===== config.mk =====
export PLATFORM = sky130hd
export DESIGN_NAME = sfpcs_top
export DESIGN_NICKNAME = d
export VERILOG_FILES = /design/src/rtl/sfpcs_pkg.sv /design/src/rtl/sfpcs_top.sv
export SDC_FILE = /design/constraint.sdc
export NUM_CORES = 1
export LEC_CHECK = 0
export ABC_AREA = 1
export ABC_CLOCK_PERIOD_IN_PS = 2050
export BUFFER_PORTS_ARGS = -buffer_cell sky130_fd_sc_hd__buf_4
export CORE_AREA = 2 2 293 295
export CTS_BUF_LIST = sky130_fd_sc_hd__clkbuf_8
export DETAILED_ROUTE_END_ITERATION = 16
export DIE_AREA = 0 0 295 297
export PLACE_DENSITY_LB_ADDON = 0.12
export SLEW_MARGIN = 20
export SYNTH_ARGS = -nofsm -noshare
export SYNTH_HDL_FRONTEND = slang
export SYNTH_SLANG_ARGS = --single-unit
export TNS_END_PERCENT = 20

===== constraint.sdc =====
create_clock -name clk_sys -period 2.05 [get_ports clk_sys]
set_input_delay 0.41 -clock clk_sys [delete_from_list [all_inputs] [get_ports clk_sys]]
set_output_delay 0.41 -clock clk_sys [all_outputs]
set_load 0.01 [all_outputs]

===== src/rtl/sfpcs_pkg.sv =====
// Package: SIMD FP control/status layout, element format and constants
package sfpcs_pkg;
  localparam int LANES = 4;
  localparam int BYTES = 16;
  localparam int ELEM_W = 32;
  localparam logic [7:0] EXP_BIAS = 8'h7f;
  localparam logic [7:0] EXP_ONES = 8'hff;
  localparam logic [9:0] EXP_DEN_MIN = 10'h382;
  // Exception flag and mask bit positions within their 6-bit fields
  localparam int EXC_INV = 0;
  localparam int EXC_DEN = 1;
  localparam int EXC_DIV = 2;
  localparam int EXC_OVF = 3;
  localparam int EXC_UNF = 4;
  localparam int EXC_PRE = 5;
  localparam logic [31:0] CSR_RESET = 32'h0000_1f80;
  localparam logic [31:0] CSR_RSVD_MASK = 32'hffff_0040;
  localparam logic [31:0] QNAN_DEFAULT = 32'hffc0_0000;
  localparam logic [15:0] ACC32_BYTES = 16'h000f;
  localparam logic [15:0] ACC128_BYTES = 16'hffff;

  // Bit 31 down to bit 0 of the control/status word
  typedef struct packed {
    logic [15:0] rsvd_hi;
    logic flush_underflow_enable;
    logic [1:0] round_select;
    logic [5:0] mask;
    logic rsvd6;
    logic [5:0] flags;
  } sfpcs_csr_t;

  typedef enum logic [1:0] {
    RND_NEAREST = 2'b00,
    RND_DOWN = 2'b01,
    RND_UP = 2'b10,
    RND_ZERO = 2'b11
  } sfpcs_round_t;

  typedef enum logic [2:0] {
    CLS_ZERO = 3'b000,
    CLS_DENORM = 3'b001,
    CLS_NORMAL = 3'b010,
    CLS_INF = 3'b011,
    CLS_SNAN = 3'b100,
    CLS_QNAN = 3'b101
  } sfpcs_class_t;

  typedef struct packed {
    logic sign;
    logic [7:0] exp;
    logic [22:0] frac;
  } sfpcs_elem_t;

  typedef sfpcs_elem_t [LANES-1:0] sfpcs_vec_t;
  typedef logic [BYTES-1:0][7:0] sfpcs_bytes_t;

  typedef struct packed {
    logic scalar;
    logic [LANES-1:0][5:0] exc;
    logic [LANES-1:0] tiny;
    sfpcs_vec_t result;
    sfpcs_vec_t first;
  } sfpcs_op_t;
endpackage


===== src/rtl/sfpcs_top.sv =====
// Module: SIMD FP control/status register and result post-processing
// Operation
// - Packed operand is 128 bits, bit 0 LSB
// - Bytes little endian at consecutive addresses
// - Full 128-bit access for packed operations
// - 32-bit access for scalar operations
// - Element: sign, 8-bit exponent, 23-bit fraction
// - Exponent biased by 127
// - Implicit integer bit one except zero/denormal
// - Classify zero, denormal and infinity encodings
// - All-ones exponent, nonzero fraction: NaN kinds
// - Masked invalid yields default quiet NaN
// - Each element stored as four bytes
// - Load/restore write, store/save read register
// - Six sticky flags cleared only by load or reset
// - Unmasking a set flag raises nothing
// - One flag per exception type only
// - Reset clears all exception flags
// - Masks in bits 12-7, set suppresses
// - Reset sets every mask bit
// - Rounding in bits 14-13, reset nearest
// - Bit 15 enables flush, reset clear
// - Reserved bits nonzero write faults, no update
// - Rounding field decodes to four modes
// - Masked flush gives signed zero, sets flags
// - Element 0 in least significant 32 bits
module sfpcs_top (
  // Clock and reset
  input wire logic clk_sys,
  input wire logic rst,
  // Register load and restore
  input wire logic csr_ld_valid,
  input wire logic csr_ld_restore,
  input wire logic [31:0] csr_ld_data,
  // Register store and save
  input wire logic csr_st_valid,
  input wire logic csr_st_save,
  // Operation result from the arithmetic datapath
  input wire logic op_valid,
  input wire sfpcs_pkg::sfpcs_op_t op,
  // Register view
  output sfpcs_pkg::sfpcs_csr_t csr_q,
  output sfpcs_pkg::sfpcs_round_t round_mode_q,
  output logic flush_enable_q,
  output logic gp_fault_q,
  output logic gp_fault_restore_q,
  output logic store_valid_q,
  output logic store_save_q,
  output logic [31:0] store_data_q,
  output logic [3:0][7:0] store_bytes_q,
  // Post-processed result
  output logic res_valid_q,
  output sfpcs_pkg::sfpcs_vec_t res_data_q,
  output sfpcs_pkg::sfpcs_bytes_t res_bytes_q,
  output logic [15:0] res_byte_en_q,
  output sfpcs_pkg::sfpcs_class_t [3:0] res_class_q,
  output logic [9:0] res_exp0_q,
  output logic [23:0] res_sig0_q,
  output logic exc_raise_q,
  output logic [5:0] exc_cause_q
);
  import sfpcs_pkg::*;

  function automatic sfpcs_class_t classify(input sfpcs_elem_t e);
    sfpcs_class_t c;
    c = CLS_NORMAL;
    if (e.exp == 8'h00) begin
      c = (e.frac == 23'h000000) ? CLS_ZERO : CLS_DENORM;
    end else if (e.exp == EXP_ONES) begin
      if (e.frac == 23'h000000) begin
        c = CLS_INF;
      end else begin
        c = e.frac[22] ? CLS_QNAN : CLS_SNAN;
      end
    end
    return c;
  endfunction

  // Zero and denormals carry a hidden zero, all others a hidden one
  function automatic logic implicit_bit(input sfpcs_elem_t e);
    return e.exp != 8'h00;
  endfunction

  // Denormals share the smallest normal exponent
  function automatic logic [9:0] unbias(input sfpcs_elem_t e);
    logic [9:0] r;
    r = {2'b00, e.exp} - {2'b00, EXP_BIAS};
    if (e.exp == 8'h00) begin
      r = EXP_DEN_MIN;
    end
    return r;
  endfunction

  // Byte k sits at base address plus k
  function automatic sfpcs_bytes_t to_bytes(input sfpcs_vec_t v);
    sfpcs_bytes_t b;
    logic [127:0] flat;
    flat = v;
    for (int k = 0; k < BYTES; k++) begin
      b[k] = flat[8*k +: 8];
    end
    return b;
  endfunction

  logic ld_ok;
  logic [3:0] lane_act;
  logic [3:0][5:0] lane_exc;
  logic [5:0] det;
  logic [5:0] unmasked;
  sfpcs_vec_t res_d;
  sfpcs_csr_t csr_d;

  // Reserved bits are checked against the whole written word
  assign ld_ok = csr_ld_valid &&
    ((csr_ld_data & CSR_RSVD_MASK) == 32'h0000_0000);

  // Scalar work touches element 0 only
  assign lane_act = op.scalar ? 4'h1 : 4'hf;

  genvar gi;
  generate
    for (gi = 0; gi < LANES; gi++) begin : g_lane
      logic ftz;
      // Unmasked underflow wins over flushing
      assign ftz = csr_q.flush_underflow_enable && op.tiny[gi] &&
        csr_q.mask[EXC_UNF];
      always_comb begin
        lane_exc[gi] = op.exc[gi];
        if (ftz) begin
          lane_exc[gi][EXC_UNF] = 1'b1;
          lane_exc[gi][EXC_PRE] = 1'b1;
        end
        if (!lane_act[gi]) begin
          lane_exc[gi] = 6'h00;
        end
      end
      always_comb begin
        if (!lane_act[gi]) begin
          res_d[gi] = op.first[gi];
        end else if (op.exc[gi][EXC_INV] && csr_q.mask[EXC_INV]) begin
          res_d[gi] = QNAN_DEFAULT;
        end else if (ftz) begin
          res_d[gi] = {op.result[gi].sign, 31'h0000_0000};
        end else begin
          res_d[gi] = op.result[gi];
        end
      end
    end
  endgenerate

  // Identical events in several elements fold into one flag
  always_comb begin
    det = 6'h00;
    for (int i = 0; i < LANES; i++) begin
      det = det | lane_exc[i];
    end
  end

  // Masks are those in force before any load in the same cycle
  assign unmasked = det & ~csr_q.mask;

  // A load's clear loses to a flag raised in the same cycle
  always_comb begin
    csr_d = csr_q;
    if (ld_ok) begin
      csr_d = sfpcs_csr_t'(csr_ld_data);
    end
    if (op_valid) begin
      csr_d.flags = csr_d.flags | det;
    end
  end

  always_ff @(posedge clk_sys) begin
    if (rst) begin
      csr_q <= sfpcs_csr_t'(CSR_RESET);
      round_mode_q <= RND_NEAREST;
      flush_enable_q <= 1'b0;
    end else begin
      csr_q <= csr_d;
      round_mode_q <= sfpcs_round_t'(csr_d.round_select);
      flush_enable_q <= csr_d.flush_underflow_enable;
    end
  end

  always_ff @(posedge clk_sys) begin
    if (rst) begin
      gp_fault_q <= 1'b0;
      gp_fault_restore_q <= 1'b0;
    end else begin
      gp_fault_q <= csr_ld_valid && !ld_ok;
      gp_fault_restore_q <= csr_ld_valid && !ld_ok && csr_ld_restore;
    end
  end

  always_ff @(posedge clk_sys) begin
    if (rst) begin
      store_valid_q <= 1'b0;
      store_save_q <= 1'b0;
      store_data_q <= 32'h0000_0000;
      store_bytes_q <= 32'h0000_0000;
    end else begin
      store_valid_q <= csr_st_valid;
      store_save_q <= csr_st_valid && csr_st_save;
      if (csr_st_valid) begin
        store_data_q <= csr_q;
        store_bytes_q <= csr_q;
      end
    end
  end

  // Only raise on an operation, never on a load that unmasks
  always_ff @(posedge clk_sys) begin
    if (rst) begin
      exc_raise_q <= 1'b0;
      exc_cause_q <= 6'h00;
    end else begin
      exc_raise_q <= op_valid && (unmasked != 6'h00);
      exc_cause_q <= op_valid ? unmasked : 6'h00;
    end
  end

  always_ff @(posedge clk_sys) begin
    if (rst) begin
      res_valid_q <= 1'b0;
      res_data_q <= '0;
      res_bytes_q <= '0;
      res_byte_en_q <= 16'h0000;
      for (int i = 0; i < LANES; i++) begin
        res_class_q[i] <= CLS_ZERO;
      end
      res_exp0_q <= 10'h000;
      res_sig0_q <= 24'h000000;
    end else begin
      res_valid_q <= op_valid;
      if (op_valid) begin
        res_data_q <= res_d;
        res_bytes_q <= to_bytes(res_d);
        res_byte_en_q <= op.scalar ? ACC32_BYTES : ACC128_BYTES;
        for (int i = 0; i < LANES; i++) begin
          res_class_q[i] <= classify(res_d[i]);
        end
        res_exp0_q <= unbias(res_d[0]);
        res_sig0_q <= {implicit_bit(res_d[0]), res_d[0].frac};
      end
    end
  end

  reset_value_a: assert property (@(posedge clk_sys)
    $fell(rst) |-> csr_q == CSR_RESET)
    else $error("control/status not at reset value");

  flag_sticky_a: assert property (@(posedge clk_sys)
    disable iff (rst)
    !ld_ok |=> (csr_q.flags & $past(csr_q.flags)) == $past(csr_q.flags))
    else $error("sticky flag dropped without a load");

  rsvd_fault_a: assert property (@(posedge clk_sys)
    disable iff (rst)
    csr_ld_valid && !ld_ok |=> gp_fault_q &&
      csr_q.mask == $past(csr_q.mask) &&
      csr_q.round_select == $past(csr_q.round_select))
    else $error("reserved write not faulted or register changed");

  rsvd_zero_a: assert property (@(posedge clk_sys)
    disable iff (rst)
    (csr_q & CSR_RSVD_MASK) == 32'h0000_0000)
    else $error("reserved bits not zero");

  default_qnan_a: assert property (@(posedge clk_sys)
    disable iff (rst)
    op_valid && op.exc[0][EXC_INV] && csr_q.mask[EXC_INV]
      |=> res_data_q[0] == QNAN_DEFAULT && csr_q.flags[EXC_INV])
    else $error("masked invalid did not give default NaN");

  raise_unmasked_a: assert property (@(posedge clk_sys)
    disable iff (rst)
    op_valid && op.exc[0][EXC_DIV] && !csr_q.mask[EXC_DIV]
      |=> exc_raise_q && exc_cause_q[EXC_DIV] && csr_q.flags[EXC_DIV])
    else $error("unmasked exception not raised");

  no_raise_a: assert property (@(posedge clk_sys)
    disable iff (rst)
    !op_valid |=> !exc_raise_q ##1 (!$past(op_valid) || res_valid_q))
    else $error("exception raised without an operation");

  flush_zero_a: assert property (@(posedge clk_sys)
    disable iff (rst)
    op_valid && csr_q.flush_underflow_enable && csr_q.mask[EXC_UNF] &&
      op.tiny[0] && !op.exc[0][EXC_INV]
      |=> res_data_q[0][30:0] == 31'h0000_0000 &&
        csr_q.flags[EXC_UNF] && csr_q.flags[EXC_PRE])
    else $error("flush to zero not applied");

  scalar_pass_a: assert property (@(posedge clk_sys)
    disable iff (rst)
    op_valid && op.scalar |=> res_data_q[3:1] == $past(op.first[3:1]) &&
      res_byte_en_q == ACC32_BYTES)
    else $error("scalar upper elements not passed through");

  store_echo_a: assert property (@(posedge clk_sys)
    disable iff (rst)
    csr_st_valid |=> store_valid_q && store_data_q == $past(csr_q))
    else $error("store did not return the register");

  round_decode_a: assert property (@(posedge clk_sys)
    disable iff (rst)
    ld_ok && !op_valid |=> round_mode_q == $past(csr_ld_data[14:13]))
    else $error("rounding mode not decoded from load");

  reset_modes_a: assert property (@(posedge clk_sys)
    $fell(rst) |-> round_mode_q == RND_NEAREST && !flush_enable_q &&
      !res_valid_q && !exc_raise_q && !gp_fault_q)
    else $error("mode or pulse outputs not at reset value");

  load_write_a: assert property (@(posedge clk_sys)
    disable iff (rst)
    ld_ok && !op_valid |=> csr_q == $past(csr_ld_data))
    else $error("accepted load did not reach the register");

  mask_quiet_a: assert property (@(posedge clk_sys)
    disable iff (rst)
    op_valid && ((det & csr_q.mask) == det) |=> !exc_raise_q)
    else $error("masked exception was raised");

  flag_fold_a: assert property (@(posedge clk_sys)
    disable iff (rst)
    op_valid && !op.scalar && op.exc[1][EXC_INV] |=> csr_q.flags[EXC_INV])
    else $error("element exception did not set its flag");

  cause_idle_a: assert property (@(posedge clk_sys)
    disable iff (rst)
    !op_valid |=> exc_cause_q == 6'h00)
    else $error("exception cause without an operation");

  packed_width_a: assert property (@(posedge clk_sys)
    disable iff (rst)
    op_valid && !op.scalar |=> res_byte_en_q == ACC128_BYTES)
    else $error("packed result not full width");

  store_order_a: assert property (@(posedge clk_sys)
    disable iff (rst)
    store_valid_q |-> store_bytes_q[0] == store_data_q[7:0] &&
      store_bytes_q[3] == store_data_q[31:24])
    else $error("stored word bytes out of order");

  byte_layout_a: assert property (@(posedge clk_sys)
    disable iff (rst)
    res_valid_q |-> res_bytes_q[3:0] == res_data_q[0] &&
      res_bytes_q[15:12] == res_data_q[3])
    else $error("element bytes out of place");

  class_zero_a: assert property (@(posedge clk_sys)
    disable iff (rst)
    res_valid_q && res_data_q[0][30:0] == 31'h0000_0000
      |-> res_class_q[0] == CLS_ZERO)
    else $error("zero element misclassified");

  implicit_one_a: assert property (@(posedge clk_sys)
    disable iff (rst)
    res_valid_q && res_data_q[0].exp != 8'h00 |-> res_sig0_q[23])
    else $error("implicit integer bit missing");
endmodule


==> results of run 1 <==
==> worst min path at each step <==
stage	endpoint	slack, ps	cells past startpoint
3_5_place_dp	exc_cause_q[5]$_SDFF_PP0_	440	1
2_1_floorplan	exc_cause_q[5]$_SDFF_PP0_	450	1
4_1_cts	gp_fault_restore_q$_SDFF_PP0_	4	2
5_1_grt	gp_fault_restore_q$_SDFF_PP0_	30	2
3_3_place_gp	exc_cause_q[5]$_SDFF_PP0_	430	1
6_report	gp_fault_restore_q$_SDFF_PP0_	80	2
==> layout make-up <==
class / count / area (sq um)
Fill cell: 9491 / 64600
Timing Repair Buffer: 895 / 7040
Multi-Input combinational cell: 1114 / 5140
Sequential cell: 228 / 4570
Tap cell: 1144 / 1430
Clock buffer: 63 / 867
Inverter: 174 / 659
Clock inverter: 23 / 186
Antenna cell: 4 / 10.0
==> worst reg2reg max path: stages (launching register included) <==
cell	delay, ps
dfxtp_2	340
buf_12	140
nand3_2	150
buf_4	200
buf_4	150
nand2_1	60
nand2_1	50
o21ai_0	160
nand4_1	150
nor2_1	180
nor2_1	60
nand2_1	80
a21oi_1	60
==> metal layers <==
layer	GRT usage [%]	share of wire [%]
met5	0	0.13
met4	4.19	2.3
met3	4.67	7.6
met1	17.0	40
met2	25.9	49
==> state kept, by name, summed over array words and instances, names as in the netlist <==
| name | count |
|---|---|
| csr_q | 29 |
| exc_cause_q | 6 |
| exc_raise_q | 1 |
| flush_enable_q | 1 |
| gp_fault_q | 1 |
| gp_fault_restore_q | 1 |
| res_byte_en_q | 2 |
| res_bytes_q | 8 |
| res_class_q | 12 |
| res_data_q | 120 |
| res_exp0_q | 9 |
| res_sig0_q | 1 |
| res_valid_q | 1 |
| round_mode_q | 2 |
| store_data_q | 32 |
| store_save_q | 1 |
| store_valid_q | 1 |
==> through the flow <==
step	utilization [%]	hold slack [ps]
5_1_grt	23.6	25.6
2_1_floorplan	-	454
4_1_cts	23.4	3.82
3_3_place_gp	21.9	428
3_5_place_dp	21.9	442
6_report	23.6	75.9
==> power by group through the flow <==
stage	sequential (mW)	clock (mW)	combinational, mW
floorplan	5.08	0	1.34
global placement	5.10	0	2.96
detailed placement	5.11	0	2.94
CTS	5.01	5.77	2.98
global route	5.03	5.94	3.22
finish	5.00	5.47	2.93
==> synth_stat cells, types with 5 or more instances <==
cell      instances
dfxtp_1         228
inv_2             5
nand4_1          13
o211ai_1         19
buf_6            13
o21ai_0         183
buf_4           206
buf_2            24
nand3_2           5
buf_1            13
inv_1           169
clkbuf_1         52
nand2_1         308
nand3_1         106
nor3_1           20
nor2_1          312
a21oi_1         114
==> placed cells by master (no fill, tap or decap), types with 3 or more instances in the layout <==
cell type | Yosys | routed
clkinv_2 | 0 | 5
inv_2 | 5 | 5
a21oi_1 | 114 | 110
nand2_1 | 308 | 305
a21oi_2 | 3 | 7
buf_4 | 206 | 860
clkbuf_8 | 0 | 63
or2_2 | 4 | 4
diode_2 | 0 | 4
inv_1 | 169 | 179
dlygate4sd3_1 | 0 | 10
o221ai_1 | 3 | 3
buf_12 | 0 | 20
nand2_4 | 3 | 3
nor2_2 | 3 | 17
nand3_4 | 2 | 5
o21bai_1 | 4 | 4
o21ai_1 | 1 | 4
nand2_2 | 3 | 5
nand4_1 | 13 | 13
nor2_1 | 312 | 297
dfxtp_1 | 228 | 224
buf_6 | 13 | 3
nor3_1 | 20 | 20
o21ai_0 | 183 | 178
o211ai_1 | 19 | 19
nand3_1 | 106 | 104
nand3_2 | 5 | 4
bufinv_16 | 0 | 3
==> timing repair <==
action | CTS | global route
setup endpoints to repair | 31 | 15
endpoints found under the hold margin | 10 | 0
hold buffers | 10 | 0
gates cloned | 0 | 2
buffers inserted | 2 | 1
pin swaps | 2 | 15
resized for setup | 18 | 30
==> logic make-up (layout without fill, tap and decap cells) <==
family | Yosys count | count (layout)
and+or+nand+nor | 782 | 782
buffers and inverters | 483 | 1155
AOI/OAI and AO/OA | 330 | 330
DFF | 228 | 228
adders and majority gates | 2 | 2
other | 0 | 4
==> summary.txt, run 1 <==
height of the chip - 297 um
adder-cell share of the synthesized area - 0.204%
crit path DAT - 2390 ps
Final period util - 93.4%
EDFF count, synth - 0
Sum Neg Setup Slack - 0 ps
CP dominant cell by count - nand2_1
largest family of logic cells by synthesized area - simple AND/OR/NAND/NOR gates
CP max FO - 7
Routed WL per cell - 18.6 um
initial core utilization - 14.6%
Net Switching - 4.08 mW
switching share of total power - 30.4%
number of synthesized register bits - 228
most used flip-flop cell after synthesis - dfxtp_1
number of placed I/O pins - 753
setup ws final - 136 ps
# placed instances - 3540
Critical Path Max Stage Delay - 340 ps
Final Cell Area - 0.0199 sq mm
crit path time final - 1910 ps
Place WS - -417 ps
compound-gate portion of the synthesized area - 14.1%
Worst Tran Pin Value - 737 ps
die width - 295 um
sequential power share - 37.3%
total power - 13.4 mW
static leakage - 10.2 nW
fmax - 0.522 GHz
R2R Path End - res_class_q[7]$_SDFFE_PP0P_
CTS tree - yes
DRT Pass-1 Iters - 5
CTS Buf Count - 48
Logic pwr share - 21.9%
post-synthesis sequential area ratio - 37.1%
fraction of layout cells with a size suffix above 1 - 40.9%
vias per cell - 3.77
Die Area - 0.0876 sq mm
CP Launch Type - flop
GRT Util Overall - 14.7%
vias in the first global route - 13800
antenna violations before repair - 11
Slew Viols, Final - 0
IO buf count - 720
clk_skew - 30.0 ps
Worst VDD drop - 0.000345 V
Post-Syn Area - 0.0123 sq mm
Mapped Cells - 1825
WS Path Type - reg2reg
clock share of power - 40.8%
clock slew at reported path FFs - 60 ps
Placeable Area - 0.0845 sq mm
Critical Path RT - 2530 ps
max cap viols - 0
worst path bufs/invs - 3
P_int - 9.32 mW
count of cell types in the netlist - 34
crit-path cells - buf_12 > nand3_2 > buf_4 > buf_4 > nand2_1 > nand2_1 > o21ai_0 > nand4_1 > nor2_1 > nor2_1 > nand2_1 > a21oi_1
WP depth - 12
top cell family by delay on the critical path - simple AND/OR/NAND/NOR gates
Slew headroom - 50.5%
Crit. End Element - flop
Hold Path Origin - csr_ld_restore
post-synthesis simple-gate area fraction - 26.4%
syn nets - 2151
Synth area leader - dfxtp_1
Layout Nets - 2787
H-tree lvl count - 2
RSZ-0062 raised after global routing - true
CP max-delay cell - dfxtp_2
status - finished, final reports clean
pwr/cell area - 673 mW/mm^2
row count - 107
area delta synth->final - 62.0%
top post-synthesis cells by area - dfxtp_1, buf_4, nor2_1, nand2_1, o21ai_0
largest net degree at the start of global routing - 92
Vias - 13700
clk buf depth - 3
critical path launch point - flush_enable_q$_SDFFE_PP0N_
Avg Inst Size Synth - 6.74 sq um
Final Hold Violating Endpoints - 0
reg2reg start - flush_enable_q$_SDFFE_PP0N_
grt ovf - 0
YS warnings - 0
FFs w/ async S/R, synth - 0%
Worst-Skew Late Latency - 630 ps
DP Area - 0.0185 sq mm
Hold WC Path Type - in2reg
Root Buffer - clkbuf_8
endpoints failing setup - 0
worst reg-to-reg setup slack - 140 ps
first-pass GRT wire length - 95200 um
DRC - 0
DPL Wire Length - 53300 um
clk sinks - 228
final WL - 67800 um
Routed Antenna Nets - 0
Synth top area share - 37.1%
post-synthesis mux area share - 0%
xor and xnor area share after synthesis - 0%
final std cells w/o fill - 3645
GPL Wtd Cong - 0.852
R2R depth - 12
CP Capture Point - res_class_q[7]$_SDFFE_PP0P_
Iter 0 DRT Violations - 506
Power figures use the tool's default switching activity.
==> run 2, diff against run 1 <==
Settings changed: CORE_AREA 2 2 293 295 to 2 2 297 299, CTS_BUF_LIST sky130_fd_sc_hd__clkbuf_8 to sky130_fd_sc_hd__clkbuf_8 sky130_fd_sc_hd__clkbuf_16, DIE_AREA 0 0 295 297 to 0 0 299 301.
==> run 2 against run 1 <==
Clock skew is 22 ps lower. Clock-buffer cell count is 24 lower. Global-route usage is 0.58 points lower. Utilization is 0.23 points lower. Sequential power hardly changed. Maximum frequency is 5.8% lower. Sequential cell count stayed put. Clock power is 3% lower. Critical path type unchanged. Largest power group unchanged.
==> summary.txt, run 2 (synthesis gave the netlist of run 1 again) <==
status - finished, final reports clean
DPL Wire Length - 54100 um (+1.5%)
switching share of total power - 30.4% (-0.077 points)
sequential power share - 37.4% (about the same)
GRT Util Overall - 14.2% (-0.58 points)
Worst-Skew Late Latency - 590 ps (-40 ps)
Die Area - 0.0900 sq mm (+2.7%)
Placeable Area - 0.0865 sq mm (+2.4%)
clk_skew - 7.48 ps (-22.5 ps)
Worst Hold End - csr_q[9]$_SDFFE_PP1N_
P_int - 9.27 mW (-0.53%)
Critical Path RT - 2530 ps (about the same)
most frequent cells in the layout - buf_4, nand2_1, nor2_1
CP max FO - 7 (unchanged)
hold slack - 50.4 ps (-25.5 ps)
Sum Neg Setup Slack - 0 ps (unchanged)
reg2reg start - flush_enable_q$_SDFFE_PP0N_
DRC - 0 (unchanged)
clock slew at reported path FFs - 60 ps (about the same)
Slew Viols, Final - 0 (unchanged)
Final period util - 99.1% (+5.8 points)
vias in the first global route - 13800 (-0.37%)
initial core utilization - 14.2% (-0.34 points)
GPL Wtd Cong - 0.866 (+1.7%)
fmax - 0.492 GHz (-5.8%)
RSZ-0062 raised after global routing - true
Place WS - -363 ps (+53.7 ps)
Iter 0 DRT Violations - 510 (+0.79%)
first-pass GRT wire length - 94900 um (-0.31%)
clock share of power - 39.7% (-1.1 points)
worst reg-to-reg setup slack - 20 ps (-120 ps)
Routed Antenna Nets - 0 (unchanged)
Layout Nets - 2790 (+0.11%)
die width - 299 um (+1.4%)
vias per cell - 3.77 (about the same)
Largest Register - res_data_q
Worst Tran Pin Value - 681 ps (-55.4 ps)
height of the chip - 301 um (+1.3%)
pwr/cell area - 659 mW/mm^2 (-2.0%)
R2R Path End - res_class_q[9]$_SDFFE_PP0P_
Final Hold Violating Endpoints - 0 (unchanged)
Top Registers - res_data_q: 120 flops, store_data_q: 32 flops, csr_q: 29 flops
fraction of layout cells with a size suffix above 1 - 43.1% (+2.2 points)
Worst VDD drop - 0.000628 V (+82%)
clk buf depth - 3 (unchanged)
Net Switching - 4.04 mW (-0.89%)
R2R depth - 12 (unchanged)
hold depth - 3 (+1)
H-tree lvl count - 1 (-1)
row count - 108 (+0.93%)
CTS tree - yes
number of placed I/O pins - 753 (unchanged)
Vias - 13700 (-0.066%)
grt ovf - 0 (unchanged)
Hold WC Path Type - in2reg
max FFs per register - 120 (unchanged)
largest net degree at the start of global routing - 78 (-15%)
setup ws final - 17.5 ps (-118 ps)
WS Path Type - reg2reg
max cap viols - 0 (unchanged)
static leakage - 10.3 nW (+0.33%)
area delta synth->final - 64.2%
Layout Utilization - 23.3% (-0.23 points)
Slew headroom - 54.6% (+4.1 points)
Hold Path Origin - csr_ld_data[9]
clk sinks - 228 (unchanged)
final WL - 67700 um (-0.18%)
commonest non-fill, non-tap cell in the layout - buf_4
Root Buffer - clkbuf_16
Crit. End Element - flop
antenna violations before repair - 8 (-3)
crit path time final - 2030 ps (+118 ps)
total power - 13.3 mW (-0.64%)
Fillers - 9755 (+2.8%)
endpoints failing setup - 0 (unchanged)
CP Launch Type - flop
Routed WL per cell - 18.6 um (-0.15%)
Logic pwr share - 22.8% (+0.9 points)
CTS Buf Count - 31 (-35%)
IO buf count - 720 (unchanged)
crit path DAT - 2510 ps (+120 ps)
DRT Pass-1 Iters - 5 (unchanged)
-- run 2: changes by cell type in the layout (fill, tap and decap cells not counted), sizes merged --
cell and delta:
bufinv -3, diode -1, buf +24, dlygate4sd3 -5, inv -9, clkbuf -23
clkinv +3, clkinvlp +2
-- run 2: power groups by stage --
stage / clock (mW) / combinational, mW / sequential (mW)
after global placement: 0 / 3.01 / 5.08
after global routing: 5.65 / 3.34 / 5.02
after floorplan: 0 / 1.34 / 5.08
after detailed placement: 0 / 2.99 / 5.09
final: 5.29 / 3.04 / 4.98
after CTS: 5.51 / 3.03 / 5.00
-- run 2: worst max path at each step --
stage	cells after the start	start	end	slack, ps
3_5_place_dp	12	op[258]	res_class_q[8]$_SDFFE_PP0P_	-360
4_1_cts	13	flush_enable_q$_SDFFE_PP0N_	res_class_q[9]$_SDFFE_PP0P_	-40
5_1_grt	13	flush_enable_q$_SDFFE_PP0N_	res_class_q[10]$_SDFFE_PP0P_	-80
3_3_place_gp	12	op[258]	res_class_q[8]$_SDFFE_PP0P_	-370
6_report	12	flush_enable_q$_SDFFE_PP0N_	res_class_q[9]$_SDFFE_PP0P_	20
2_1_floorplan	13	flush_enable_q$_SDFFE_PP0N_	res_class_q[1]$_SDFFE_PP0P_	280
-- run 2: metal layers --
| metal | up-vias | part of all wire, % | global-route usage, % | wire length, um |
|---|---|---|---|---|
| met5 | - | 0.063 | 0 | 43 |
| met4 | 10 | 1.5 | 2.29 | 1040 |
| met3 | 61 | 7.2 | 4.00 | 4890 |
| met2 | 443 | 50 | 25.1 | 33500 |
| met1 | 6352 | 42 | 17.2 | 28200 |
| li1 | 6854 | - | - | - |
-- run 2: worst max-delay path: stages, from the launching register on --
cell and delay (ps):
dfxtp_2 350, buf_12 150, buf_6 110, nand3_4 170
clkbuf_16 240, nand3_1 80, nand2_2 100, nor2_1 130
nand2_1 90, nor2_4 100, nand3_4 130, a21oi_2 170
a21oi_2 70
-- run 2: final cells by class --
class | instances | area (sq um) | share of cell area, %
clock buffer | 39 | 886 | 4.39
clock inverter | 16 | 96.3 | 0.477
sequential | 228 | 4570 | 22.6
timing repair buffer | 915 | 7160 | 35.5
tap | 1155 | 1450 | 7.16
multi-input combinational | 1114 | 5360 | 26.6
inverter | 174 | 661 | 3.27
antenna | 3 | 7.51 | 0.0372
-- run 2: repair_timing --
| item | CTS | global route |
|---|---|---|
| setup endpoints to repair | 15 | 22 |
| gates resized for setup | 22 | 96 |
| gates cloned | 0 | 3 |
| pin swaps | 4 | 39 |
| hold buffers | 5 | 0 |
| endpoints found under the hold margin | 5 | 0 |
| buffers inserted | 0 | 8 |
-- run 2: stage by stage --
step | cells | area (sq um)
floorplan | 1825 | 12300
detailed placement | 3570 | 18700
global route | 3641 | 20200
CTS | 3630 | 19800
global placement | 3570 | 18700
finish | 3644 | 20200
